`src/design/ccsi_regs.svh`:
```
// register offsets, field positions, reset values and timing figures of the status indicator
`ifndef CCSI_REGS_SVH
`define CCSI_REGS_SVH

`define CCSI_ADDR_CTRL      8'h00
`define CCSI_ADDR_XCVR      8'h04
`define CCSI_ADDR_STAT      8'h08
`define CCSI_ADDR_IRQ_STAT  8'h0C
`define CCSI_ADDR_IRQ_MASK  8'h10

// ctrl fields
`define CCSI_CTRL_LOGGED_IN 0
`define CCSI_CTRL_USB_LINK  1
`define CCSI_CTRL_FW_UPD    2

// transceiver control fields
`define CCSI_XCVR_ENABLE    0
`define CCSI_XCVR_SLEEP_N   1
`define CCSI_XCVR_TERM      2
`define CCSI_XCVR_RESET     3'h3

// irq status fields
`define CCSI_IRQ_FAULT      0
`define CCSI_IRQ_BUS_ERR    1

// blink half periods in microseconds, clock rate in MHz and microsecond tick divider
`define CCSI_BLINK1_US      250000
`define CCSI_BLINK2_US      100000
`define CCSI_BLINK3_US      50000
`define CCSI_TRAFFIC_US     20000
`define CCSI_CLK_MHZ        40
`define CCSI_TICK_DIV       40

`endif

```
`src/design/ccsi_pkg.sv`:
```
// types shared by the status indicator files
package ccsi_pkg;
    typedef enum logic [2:0] {
        CCSI_ST_OFF     = 3'b000,
        CCSI_ST_LOGIN   = 3'b001,
        CCSI_ST_READY   = 3'b010,
        CCSI_ST_RUN     = 3'b011,
        CCSI_ST_BUS_ERR = 3'b100,
        CCSI_ST_FW_UPD  = 3'b101
    } ccsi_state_t;

    typedef struct packed {
        logic enable;
        logic sleep_n;
        logic termination_on;
    } ccsi_xcvr_t;
endpackage : ccsi_pkg

```
`src/design/ccsi_top.sv`:
```
// status indicator top: register port, led control and transceiver mode pins
`timescale 1ns/1ps
`include "ccsi_regs.svh"
module ccsi_top #(
    parameter int NCH      = 2,
    parameter int B1_TICKS = `CCSI_BLINK1_US,
    parameter int B2_TICKS = `CCSI_BLINK2_US,
    parameter int B3_TICKS = `CCSI_BLINK3_US,
    parameter int TR_TICKS = `CCSI_TRAFFIC_US
) (
    // clock and reset
    input  wire logic           clk,
    input  wire logic           rstn,
    // register port
    input  wire logic [7:0]     addr,
    input  wire logic [31:0]    wdata,
    input  wire logic           wr,
    input  wire logic           rd,
    output logic      [31:0]    rdata,
    // per-channel events from the can controller
    input  wire logic [NCH-1:0] chan_init,
    input  wire logic [NCH-1:0] bus_error,
    input  wire logic [NCH-1:0] frame_act,
    // leds
    output logic                power_led,
    output logic      [NCH-1:0] status_led,
    output logic      [NCH-1:0] traffic_led,
    // transceiver pins
    output logic                xcvr_enable,
    output logic                transceiver_sleep_n,
    output logic                bus_termination_on,
    input  wire logic           xcvr_fault_n,
    // interrupt
    output logic                irq
);
    // -------------------------------------------------------------
    // reset release and synchronisers
    // -------------------------------------------------------------
    logic       rs1_q;
    logic       rst_n;
    logic       fault_s1_q;
    logic       fault_q;
    logic       fault_prev_q;

    always_ff @(posedge clk or negedge rstn) begin
        if (!rstn) begin
            rs1_q <= 1'b0;
            rst_n <= 1'b0;
        end else begin
            rs1_q <= 1'b1;
            rst_n <= rs1_q;
        end
    end

    // fault line idles high, so the synchroniser resets to that level
    always_ff @(posedge clk or negedge rst_n) begin
        if (!rst_n) begin
            fault_s1_q   <= 1'b1;
            fault_q      <= 1'b1;
            fault_prev_q <= 1'b1;
        end else begin
            fault_s1_q   <= xcvr_fault_n;
            fault_q      <= fault_s1_q;
            fault_prev_q <= fault_q;
        end
    end

    // -------------------------------------------------------------
    // microsecond tick
    // -------------------------------------------------------------
    localparam int TICK_DIV = `CCSI_TICK_DIV;
    logic [5:0] div_q;
    logic       tick_q;

    always_ff @(posedge clk or negedge rst_n) begin
        if (!rst_n) begin
            div_q  <= '0;
            tick_q <= 1'b0;
        end else begin
            tick_q <= (div_q == 6'(TICK_DIV - 1));
            div_q  <= (div_q == 6'(TICK_DIV - 1)) ? '0 : div_q + 6'h1;
        end
    end

    // -------------------------------------------------------------
    // registers
    // -------------------------------------------------------------
    logic [2:0]        ctrl_q;
    ccsi_pkg::ccsi_xcvr_t xcvr_q;
    logic [1:0]        irq_stat_q;
    logic [1:0]        irq_mask_q;
    logic [NCH-1:0]    err_prev_q;

    // register layout is enable at bit 0, the struct has it at the top
    localparam logic [2:0] XCVR_RST = `CCSI_XCVR_RESET;

    wire sel_ctrl  = (addr == `CCSI_ADDR_CTRL);
    wire sel_xcvr  = (addr == `CCSI_ADDR_XCVR);
    wire sel_stat  = (addr == `CCSI_ADDR_STAT);
    wire sel_istat = (addr == `CCSI_ADDR_IRQ_STAT);
    wire sel_imask = (addr == `CCSI_ADDR_IRQ_MASK);

    // fault edge and new bus errors are the interrupt events
    wire       ev_fault = fault_prev_q & ~fault_q;
    wire       ev_berr  = |(bus_error & ~err_prev_q);
    wire [1:0] ev_vec   = {ev_berr, ev_fault};
    wire       clr_stat = rd & sel_istat;

    always_ff @(posedge clk or negedge rst_n) begin
        if (!rst_n) begin
            ctrl_q <= 3'h0;
        end else if (wr && sel_ctrl) begin
            ctrl_q <= wdata[2:0];
        end
    end

    always_ff @(posedge clk or negedge rst_n) begin
        if (!rst_n) begin
            xcvr_q <= ccsi_pkg::ccsi_xcvr_t'({XCVR_RST[`CCSI_XCVR_ENABLE],
                                              XCVR_RST[`CCSI_XCVR_SLEEP_N],
                                              XCVR_RST[`CCSI_XCVR_TERM]});
        end else if (wr && sel_xcvr) begin
            xcvr_q <= ccsi_pkg::ccsi_xcvr_t'({wdata[`CCSI_XCVR_ENABLE],
                                              wdata[`CCSI_XCVR_SLEEP_N],
                                              wdata[`CCSI_XCVR_TERM]});
        end
    end

    always_ff @(posedge clk or negedge rst_n) begin
        if (!rst_n) begin
            irq_mask_q <= 2'h0;
        end else if (wr && sel_imask) begin
            irq_mask_q <= wdata[1:0];
        end
    end

    // a new event in the clearing read cycle survives
    always_ff @(posedge clk or negedge rst_n) begin
        if (!rst_n) begin
            irq_stat_q <= 2'h0;
            err_prev_q <= '0;
        end else begin
            irq_stat_q <= (clr_stat ? 2'h0 : irq_stat_q) | ev_vec;
            err_prev_q <= bus_error;
        end
    end

    // -------------------------------------------------------------
    // read port
    // -------------------------------------------------------------
    logic [31:0] rmux;
    wire  [31:0] ctrl_rd = {29'h0, ctrl_q};
    wire  [31:0] xcvr_rd = {28'h0, fault_q, xcvr_q.termination_on,
                            xcvr_q.sleep_n, xcvr_q.enable};
    wire  [31:0] stat_rd = {16'h0, 8'(traffic_led), 8'(status_led)};
    wire  [31:0] istat_rd = {30'h0, irq_stat_q};
    wire  [31:0] imask_rd = {30'h0, irq_mask_q};

    assign rmux = sel_ctrl  ? ctrl_rd :
                  sel_xcvr  ? xcvr_rd :
                  sel_stat  ? stat_rd :
                  sel_istat ? istat_rd :
                  sel_imask ? imask_rd : 32'h0;

    always_ff @(posedge clk or negedge rst_n) begin
        if (!rst_n) begin
            rdata <= 32'h0;
        end else begin
            rdata <= rd ? rmux : 32'h0;
        end
    end

    // -------------------------------------------------------------
    // outputs
    // -------------------------------------------------------------
    // fault level goes nowhere but the register and interrupt
    always_ff @(posedge clk or negedge rst_n) begin
        if (!rst_n) begin
            power_led           <= 1'b0;
            xcvr_enable         <= 1'b1;
            transceiver_sleep_n <= 1'b1;
            bus_termination_on  <= 1'b0;
            irq                 <= 1'b0;
        end else begin
            power_led           <= 1'b1;
            xcvr_enable         <= xcvr_q.enable;
            transceiver_sleep_n <= xcvr_q.sleep_n;
            bus_termination_on  <= xcvr_q.termination_on;
            irq                 <= |(irq_stat_q & irq_mask_q);
        end
    end

    // -------------------------------------------------------------
    // channels
    // -------------------------------------------------------------
    for (genvar i = 0; i < NCH; i++) begin : g_ch
        ccsi_channel #(
            .B1_TICKS (B1_TICKS),
            .B2_TICKS (B2_TICKS),
            .B3_TICKS (B3_TICKS),
            .TR_TICKS (TR_TICKS)
        ) u_ch (
            .clk         (clk),
            .rst_n       (rst_n),
            .tick        (tick_q),
            .logged_in   (ctrl_q[`CCSI_CTRL_LOGGED_IN]),
            .usb_link    (ctrl_q[`CCSI_CTRL_USB_LINK]),
            .fw_update   (ctrl_q[`CCSI_CTRL_FW_UPD]),
            .chan_init   (chan_init[i]),
            .bus_error   (bus_error[i]),
            .frame_act   (frame_act[i]),
            .status_led  (status_led[i]),
            .traffic_led (traffic_led[i]),
            .state       ()
        );
    end
endmodule : ccsi_top

```
`src/design/ccsi_channel.sv`:
```
// one channel's status and traffic led logic
`timescale 1ns/1ps
`include "ccsi_regs.svh"
module ccsi_channel #(
    parameter int B1_TICKS = `CCSI_BLINK1_US,
    parameter int B2_TICKS = `CCSI_BLINK2_US,
    parameter int B3_TICKS = `CCSI_BLINK3_US,
    parameter int TR_TICKS = `CCSI_TRAFFIC_US
) (
    // clock, reset and microsecond tick
    input  wire logic clk,
    input  wire logic rst_n,
    input  wire logic tick,
    // global state
    input  wire logic logged_in,
    input  wire logic usb_link,
    input  wire logic fw_update,
    // channel state
    input  wire logic chan_init,
    input  wire logic bus_error,
    input  wire logic frame_act,
    // leds and decoded channel state
    output logic      status_led,
    output logic      traffic_led,
    output ccsi_pkg::ccsi_state_t state
);
    localparam int CW = 20;
    logic [CW-1:0] cnt_q;
    logic [CW-1:0] half;
    logic          blink_q;
    logic [CW-1:0] tr_cnt_q;
    logic          tr_q;
    logic          tr_busy;
    logic          st_d;

    // fixed precedence: update beats login beats error beats init
    assign state = fw_update          ? ccsi_pkg::CCSI_ST_FW_UPD :
                   (!usb_link || !logged_in) ? ccsi_pkg::CCSI_ST_LOGIN :
                   bus_error          ? ccsi_pkg::CCSI_ST_BUS_ERR :
                   chan_init          ? ccsi_pkg::CCSI_ST_RUN :
                                        ccsi_pkg::CCSI_ST_READY;

    // distinct half periods per pattern
    assign half = (state == ccsi_pkg::CCSI_ST_FW_UPD)  ? CW'(B3_TICKS) :
                  (state == ccsi_pkg::CCSI_ST_BUS_ERR) ? CW'(B2_TICKS) :
                                                          CW'(B1_TICKS);

    always_ff @(posedge clk or negedge rst_n) begin
        if (!rst_n) begin
            cnt_q   <= '0;
            blink_q <= 1'b0;
        end else if (tick) begin
            if (cnt_q >= half - CW'(1)) begin
                cnt_q   <= '0;
                blink_q <= ~blink_q;
            end else begin
                cnt_q <= cnt_q + CW'(1);
            end
        end
    end

    always_comb begin
        case (state)
            ccsi_pkg::CCSI_ST_LOGIN:   st_d = blink_q;
            ccsi_pkg::CCSI_ST_BUS_ERR: st_d = blink_q;
            ccsi_pkg::CCSI_ST_FW_UPD:  st_d = blink_q;
            ccsi_pkg::CCSI_ST_READY:   st_d = 1'b1;
            ccsi_pkg::CCSI_ST_RUN:     st_d = 1'b0;
            default:                   st_d = 1'b0;
        endcase
    end

    // traffic blink runs one half period per frame burst, only once initialised
    assign tr_busy = (tr_cnt_q != '0);

    always_ff @(posedge clk or negedge rst_n) begin
        if (!rst_n) begin
            tr_cnt_q <= '0;
            tr_q     <= 1'b0;
        end else if (!chan_init) begin
            tr_cnt_q <= '0;
            tr_q     <= 1'b0;
        end else if (tick) begin
            if (tr_busy) begin
                tr_cnt_q <= tr_cnt_q - CW'(1);
            end else if (frame_act) begin
                // the toggle tick counts as the first of the hold
                tr_cnt_q <= CW'(TR_TICKS - 1);
                tr_q     <= ~tr_q;
            end else begin
                tr_q <= 1'b0;
            end
        end
    end

    always_ff @(posedge clk or negedge rst_n) begin
        if (!rst_n) begin
            status_led  <= 1'b0;
            traffic_led <= 1'b0;
        end else begin
            status_led  <= st_d;
            traffic_led <= tr_q;
        end
    end
endmodule : ccsi_channel

```
`config.mk`:
```
export PLATFORM = sky130hd
export DESIGN_NAME = ccsi_top
export DESIGN_NICKNAME = d
export VERILOG_FILES = /design/src/design/ccsi_pkg.sv /design/src/design/ccsi_top.sv /design/src/design/ccsi_channel.sv
export VERILOG_INCLUDE_DIRS = /design/src /design/src/design
export SDC_FILE = /design/constraint.sdc
export NUM_CORES = 1
export LEC_CHECK = 0
export BUFFER_PORTS_ARGS = -buffer_cell sky130_fd_sc_hd__buf_2
export CAP_MARGIN = 20
export CORE_UTILIZATION = 55
export DETAILED_ROUTE_END_ITERATION = 16
export PLACE_DENSITY = 0.86
export SETUP_SLACK_MARGIN = 0.02
export SYNTH_ARGS = -nofsm -noshare
export SYNTH_HDL_FRONTEND = slang
export SYNTH_SLANG_ARGS = --single-unit
```
`constraint.sdc`:
```
create_clock -name clk -period 4.3 [get_ports clk]
set_input_delay 0.215 -clock clk [delete_from_list [all_inputs] [get_ports clk]]
set_output_delay 0.215 -clock clk [all_outputs]
set_load 0.01 [all_outputs]
```
After elaboration in Yosys (flattened, before gate mapping) --
Cells that the tools add are included.
Word-level totals: bits of input ports 51, register bits 127, logic and storage cells 130, output and inout bits 41
Cells by class: mux-type cells 40, $add $sub $neg 7, reductions and logical operators 19, order comparisons 2, equality and inequality tests 19, bitwise logic cells 11
Operators with widths (count):
- 2-to-1 mux 20 bit | 12
- subtractor 20 x 1 -> 20 bit, second input constant | 4
- adder 20 x 1 -> 20 bit, second input constant | 2
- greater-or-equal comparator 20 bit | 2
- 2-to-1 mux 10 bit | 4
- nonzero test 20 bit | 2
- 2-to-1 mux 18 bit | 2
- 2-to-1 mux 3 bit | 6
- == test 8 x 4 -> 1 bit, second input constant | 2
- == test 3 bit, second input constant | 4
- AND reduction 2 bit | 6
- 2-to-1 mux 1 bit | 10
- == test 8 x 3 -> 1 bit, second input constant | 1
- == test 8 x 5 -> 1 bit, second input constant | 1
- zero test 8 bit | 1
- adder 6 x 1 -> 6 bit, second input constant | 1
- == test 3 x 1 -> 1 bit, second input constant | 2
- == test 3 x 2 -> 1 bit, second input constant | 2
- == test 6 bit, second input constant | 1
- 2-to-1 mux 2 bit | 3
- 2-to-1 mux 6 bit | 1
- inequality test 3 x 1 -> 1 bit, second input constant | 2
- OR reduction 3 bit | 2
- NOT 1 bit | 5
- other kinds (11) | 20

Logic depth before layout (Yosys ltp) --
depth after elaboration 10, mapped depth 11, mapped depth without buffers 10

Modules after synthesis --
Synthesis repeated with hierarchy kept, for this count alone.
Unflattened totals: cell total of the unflattened synthesis 738, area, all modules 7228.2 um^2
Modules (own cells, without submodules):
- ccsi_channel at g_ch[0].u_ch | cells each 303, area an instance 2786.4 um^2, instances 1, sequential area each 1101.1 um^2
- ccsi_channel at g_ch[1].u_ch | cells each 303, area an instance 2785.2 um^2, instances 1, sequential area each 1101.1 um^2
- ccsi_top | cells each 132, area an instance 1656.6 um^2, instances 1, sequential area each 884.6 um^2

Worst setup path after synthesis --
No wires, ideal clock.
path type reg-to-reg, from reg ctrl_q[2], to reg g_ch[1].u_ch.cnt_q[10], library setup time 132 ps, buffers on the path 1, arrival time 2420 ps, cell stages (with the launch flop) 10, period minus slack after synthesis 2552 ps, data required time 4168 ps, path slack 1748 ps, path through dfrtp_1 -> nor2_1 -> nand2_1 -> ha_1 -> and4b_1 -> a31oi_1 -> o311a_1 -> o22ai_1 -> clkbuf_1 -> nor2_1
Between the ends: word-level cells in the longest chain between the ends 7, elaborated cells between the ends (all ways) 8, those cells by class 1 x add/sub; 1 x order compare; 2 x eq/ne; 4 x mux
Ends and longest elaborated chain:
- start, declared | line ccsi_top.sv:88 | logic [2:0] ctrl_q;
- start signal, assigned | line ccsi_top.sv:113 | ctrl_q <= wdata[2:0];
- 2-to-1 mux 3 bit * | line ccsi_channel.sv:37 | assign state = fw_update ? ccsi_pkg::CCSI_ST_FW_UPD :
- == test 3 bit | line ccsi_channel.sv:45 | (state == ccsi_pkg::CCSI_ST_BUS_ERR) ? CW'(B2_TICKS) :
- 2-to-1 mux 18 bit | line ccsi_channel.sv:45
- 2-to-1 mux 20 bit * | line ccsi_channel.sv:44 | assign half = (state == ccsi_pkg::CCSI_ST_FW_UPD) ? CW'(B3_TICKS) :
- subtractor 20 x 1 -> 20 bit * | line ccsi_channel.sv:53 | if (cnt_q >= half - CW'(1)) begin
- greater-or-equal comparator 20 bit * | line ccsi_channel.sv:53
- 2-to-1 mux 20 bit * | line ccsi_channel.sv:53
- end signal, assigned | line ccsi_channel.sv:57 | cnt_q <= cnt_q + CW'(1);
- end, declared | line ccsi_channel.sv:28 | logic [CW-1:0] cnt_q;
Mark *: on every way between the ends. The rest lies on a longest branch, timed or not. A chain may end at the register's enable or synchronous reset.

==> flow_summary_export.csv <==
group,metric,value,unit
setup_path,crit_chain,"buf_4, nand3_1, nor4_1, nand4_1, xor2_1, nor2_1",
global_routing,use_met3,5.90,%
yosys,yosysTopAreaCellShare,42.5,%
cells_and_area,fillers,915,
setup_path,cp-start-kind,"flip-flop",
sta,setup_viol,0,
drt,firstDrtPassIters,5,
yosys,synth_commonest_cells,"116 x dfrtp_1, 76 x nor2_1, 54 x nand2_1, 33 x ha_1, 32 x a21oi_1",
yosys,ys_ff_latch,123,
pwr,p_seq_share,38.6,%
cts,cts_num_sinks,123,
pwr,power_density,429,mW/mm^2
pwr,power_switching,926,uW
pwr,intPower,2.39,mW
floorplanning,die_h,113,um
cells_and_area,syn_to_final_growth,13.4,%
drt,wl_per_cell,16.8,um
sta,fmax,0.327,GHz
setup_path,arrival,3320,ps
setup_path,required,4570,ps
sta,drv_slew,0,
status,status,"finished, final reports clean",
sta,tightest_slew,1090,ps
global_routing,track_usage,25.4,%
setup_path,end_kind,"flip-flop",
drt,drt_wl_total,15.6,mm
cts,ctsHtreeMaxLevel,4,
sta,whs,33.5,ps
yosys,ys_async_sr_fraction,100,%
global_routing,globalRouteOverflowTotal,0,
setup_path,crit_slowest_cell,"dfrtp_1",
setup_path,crit_buf_inv,1,
global_routing,antenna_found_initial,0,
floorplanning,io-pin-count,92,
yosys,synth_top_area_cell,"dfrtp_1",
pwr,leakagePower,3.61,nW
drt,drc,0,
yosys,synth_flop_cell,"dfrtp_1",
global_routing,grt_pass1_vias,5484,
drt,ant_nets,0,
yosys,syn-cell-area,0.00683,sq mm
setup_path,crit_family,"simple AND/OR/NAND/NOR gates",
global_routing,met2_usage,44.7,%
setup_path,crit_type,"reg -> reg",
cts,cts_made_buffers,17,
min_path,min-delay-path-class,"in -> reg",
cells_and_area,nNetsFinal,832,
sta,rsz0062_at_grt,"no",
cts,path_clk_slew,60,ps
floorplanning,start_util,56.6,%
cells_and_area,drive_above_1_share,13.5,%
global_routing,grt_busiest_layer,"met2",
pwr,netSwitchingFraction,27.9,%
sta,timing.final.crit_period,3050,ps
floorplanning,die-area,0.0129,sq mm
cts,clk_path_buf_depth,2,
sta,relSlewSlack,26.4,%
pwr,clockPowerShare,45.3,%
global_routing,grt_pass1_wl,25.6,mm
yosys,yosysMostFrequentCell,"dfrtp_1",
global_routing,use_met1,29.6,%
drt,drtIter0Drc,410,
sta,hold_violations,0,
floorplanning,rows,40,
place,io_buffers,36,
pwr,peakVddDrop,355,uV
drt,vias,5578,
sta,fin_worst_skew,7.61,ps
setup_path,slowest_delay,890,ps
cts,clock_latency,420,ps
sta,setup-tns-final,0,ps
cts,tritoncts,"yes",
sta,fin_crit_sh,71.0,%
yosys,synth_cell_type_count,68,
yosys,synth_area_leaders,"dfrtp_1 43%, ha_1 6.0%, nor2_1 4.2%, xor2_1 3.6%, buf_4 3.4%",
yosys,synth-edff-count,0,
yosys,seq_area_frac_synth,45.2,%
place,dp_hpwl,10.4,mm
job,max_cap_viol_count,0,
floorplanning,core-area,0.0121,sq mm
pwr,pwr-share-comb,16.2,%
cells_and_area,n_antenna_cell,0,
yosys,syn_avg_cell_area,9.79,sq um
floorplanning,die_w,113,um
yosys,synth_cells,697,
drt,avgViaCountPerCell,6.00,
place,gp_congestion,0.882,
global_routing,grt_start_max_net_pins,53,
setup_path,path_max_fanout,22,
yosys,ys_warn_count,0,
cts,cts_root_buf,"clkbuf_16",
-- per-layer routing --
layer,part of all wire [%],vias up
met5,0,-
met4,2.2,0
met3,5.7,29
met2,51,203
met1,41,2748
li1,-,2598
-- cell families (layout without fill, tap and decap cells) --
group / Yosys count / count (layout) / synth area share, %
AND/OR/NAND/NOR: 277 / 277 / 20.9
AO/OA/AOI/OAI: 133 / 133 / 13.7
flip-flops: 123 / 123 / 45.2
buffers and inverters: 69 / 101 / 5.76
XOR/XNOR: 39 / 39 / 5.00
adder cells (fa/ha/maj): 33 / 33 / 6.05
multiplexers: 21 / 21 / 3.21
other: 2 / 34 / 0.110
-- cell type report --
cell class,instances,area (sq um),area share [%]
well taps,168,210,2.72
flip-flops and latches,123,3090,39.9
multi-input cells,537,3470,44.8
inverters,22,82.6,1.07
repair buffers,47,270,3.49
clock inverters,12,171,2.22
clock buffers,20,447,5.77
-- stage by stage --
stage	cell area [sq um]	power, mW	utilization (%)	worst slack, ps	instances
finish	7740	3.32	64.2	1250	929
global route	7740	3.44	64.2	1020	929
CTS	7730	3.32	64.1	1300	928
detailed placement	7080	1.81	58.7	1370	892
global placement	7080	1.78	58.7	1410	892
floorplan	6950	1.72	-	632	729
-- registers in the layout, summed over array words and instances (netlist names), 3 cells and up --
register            flops
g_ch.u_ch.cnt_q        40
g_ch.u_ch.tr_cnt_q     40
div_q                   6
rdata                   6
ctrl_q                  3
xcvr_q                  3
-- worst register-to-register path, stage by stage (launching register included) --
cell and delay, ps:
dfrtp_1 890, buf_4 390, nand3_1 150, nor4_1 890, nand4_1 260, xor2_1 250, nor2_1 80
-- worst paths after layout --
check,end,startpoint,slack (ps),cells past startpoint
min in group asynchronous,rst_n,rstn,110,2
max,g_ch[0].u_ch.cnt_q[13],tick_q,1250,6
min reg2reg,div_q[4],rst_n,230,0
max reg2reg,g_ch[0].u_ch.cnt_q[13],tick_q,1250,6
max in group asynchronous,g_ch[1].u_ch.tr_cnt_q[4],rst_n,3120,1
min,ctrl_q[2],wdata[2],30,3
-- timing repair --
item                                    CTS  global route
setup buffers                             0             0
hold buffers                              4             0
endpoints found under the setup margin    0             0
endpoints found under the hold margin     5             0
gates resized for setup                   0             0
-- power groups by stage --
stage	sequential, mW	combinational [mW]	clock, mW
4_1_cts	1.28	0.527	1.52
3_5_place_dp	1.30	0.518	0
5_1_grt	1.29	0.588	1.57
2_1_floorplan	1.29	0.428	0
3_3_place_gp	1.29	0.487	0
6_report	1.28	0.536	1.50
-- cells in the final DEF (no fill, tap or decap), types with 16 or more instances in the layout --
cell type,netlist,layout
dfrtp_1,116,115
nor2_1,76,76
nand2_1,54,54
buf_2,2,36
conb_1,2,34
ha_1,33,33
a21oi_1,32,32
xor2_1,28,28
nand3_1,27,27
o21ai_0,23,23
inv_1,20,20
nor3_1,19,19
clkbuf_16,0,17
nand4_1,16,16
No activity file was read; power rests on OpenSTA's default activity.
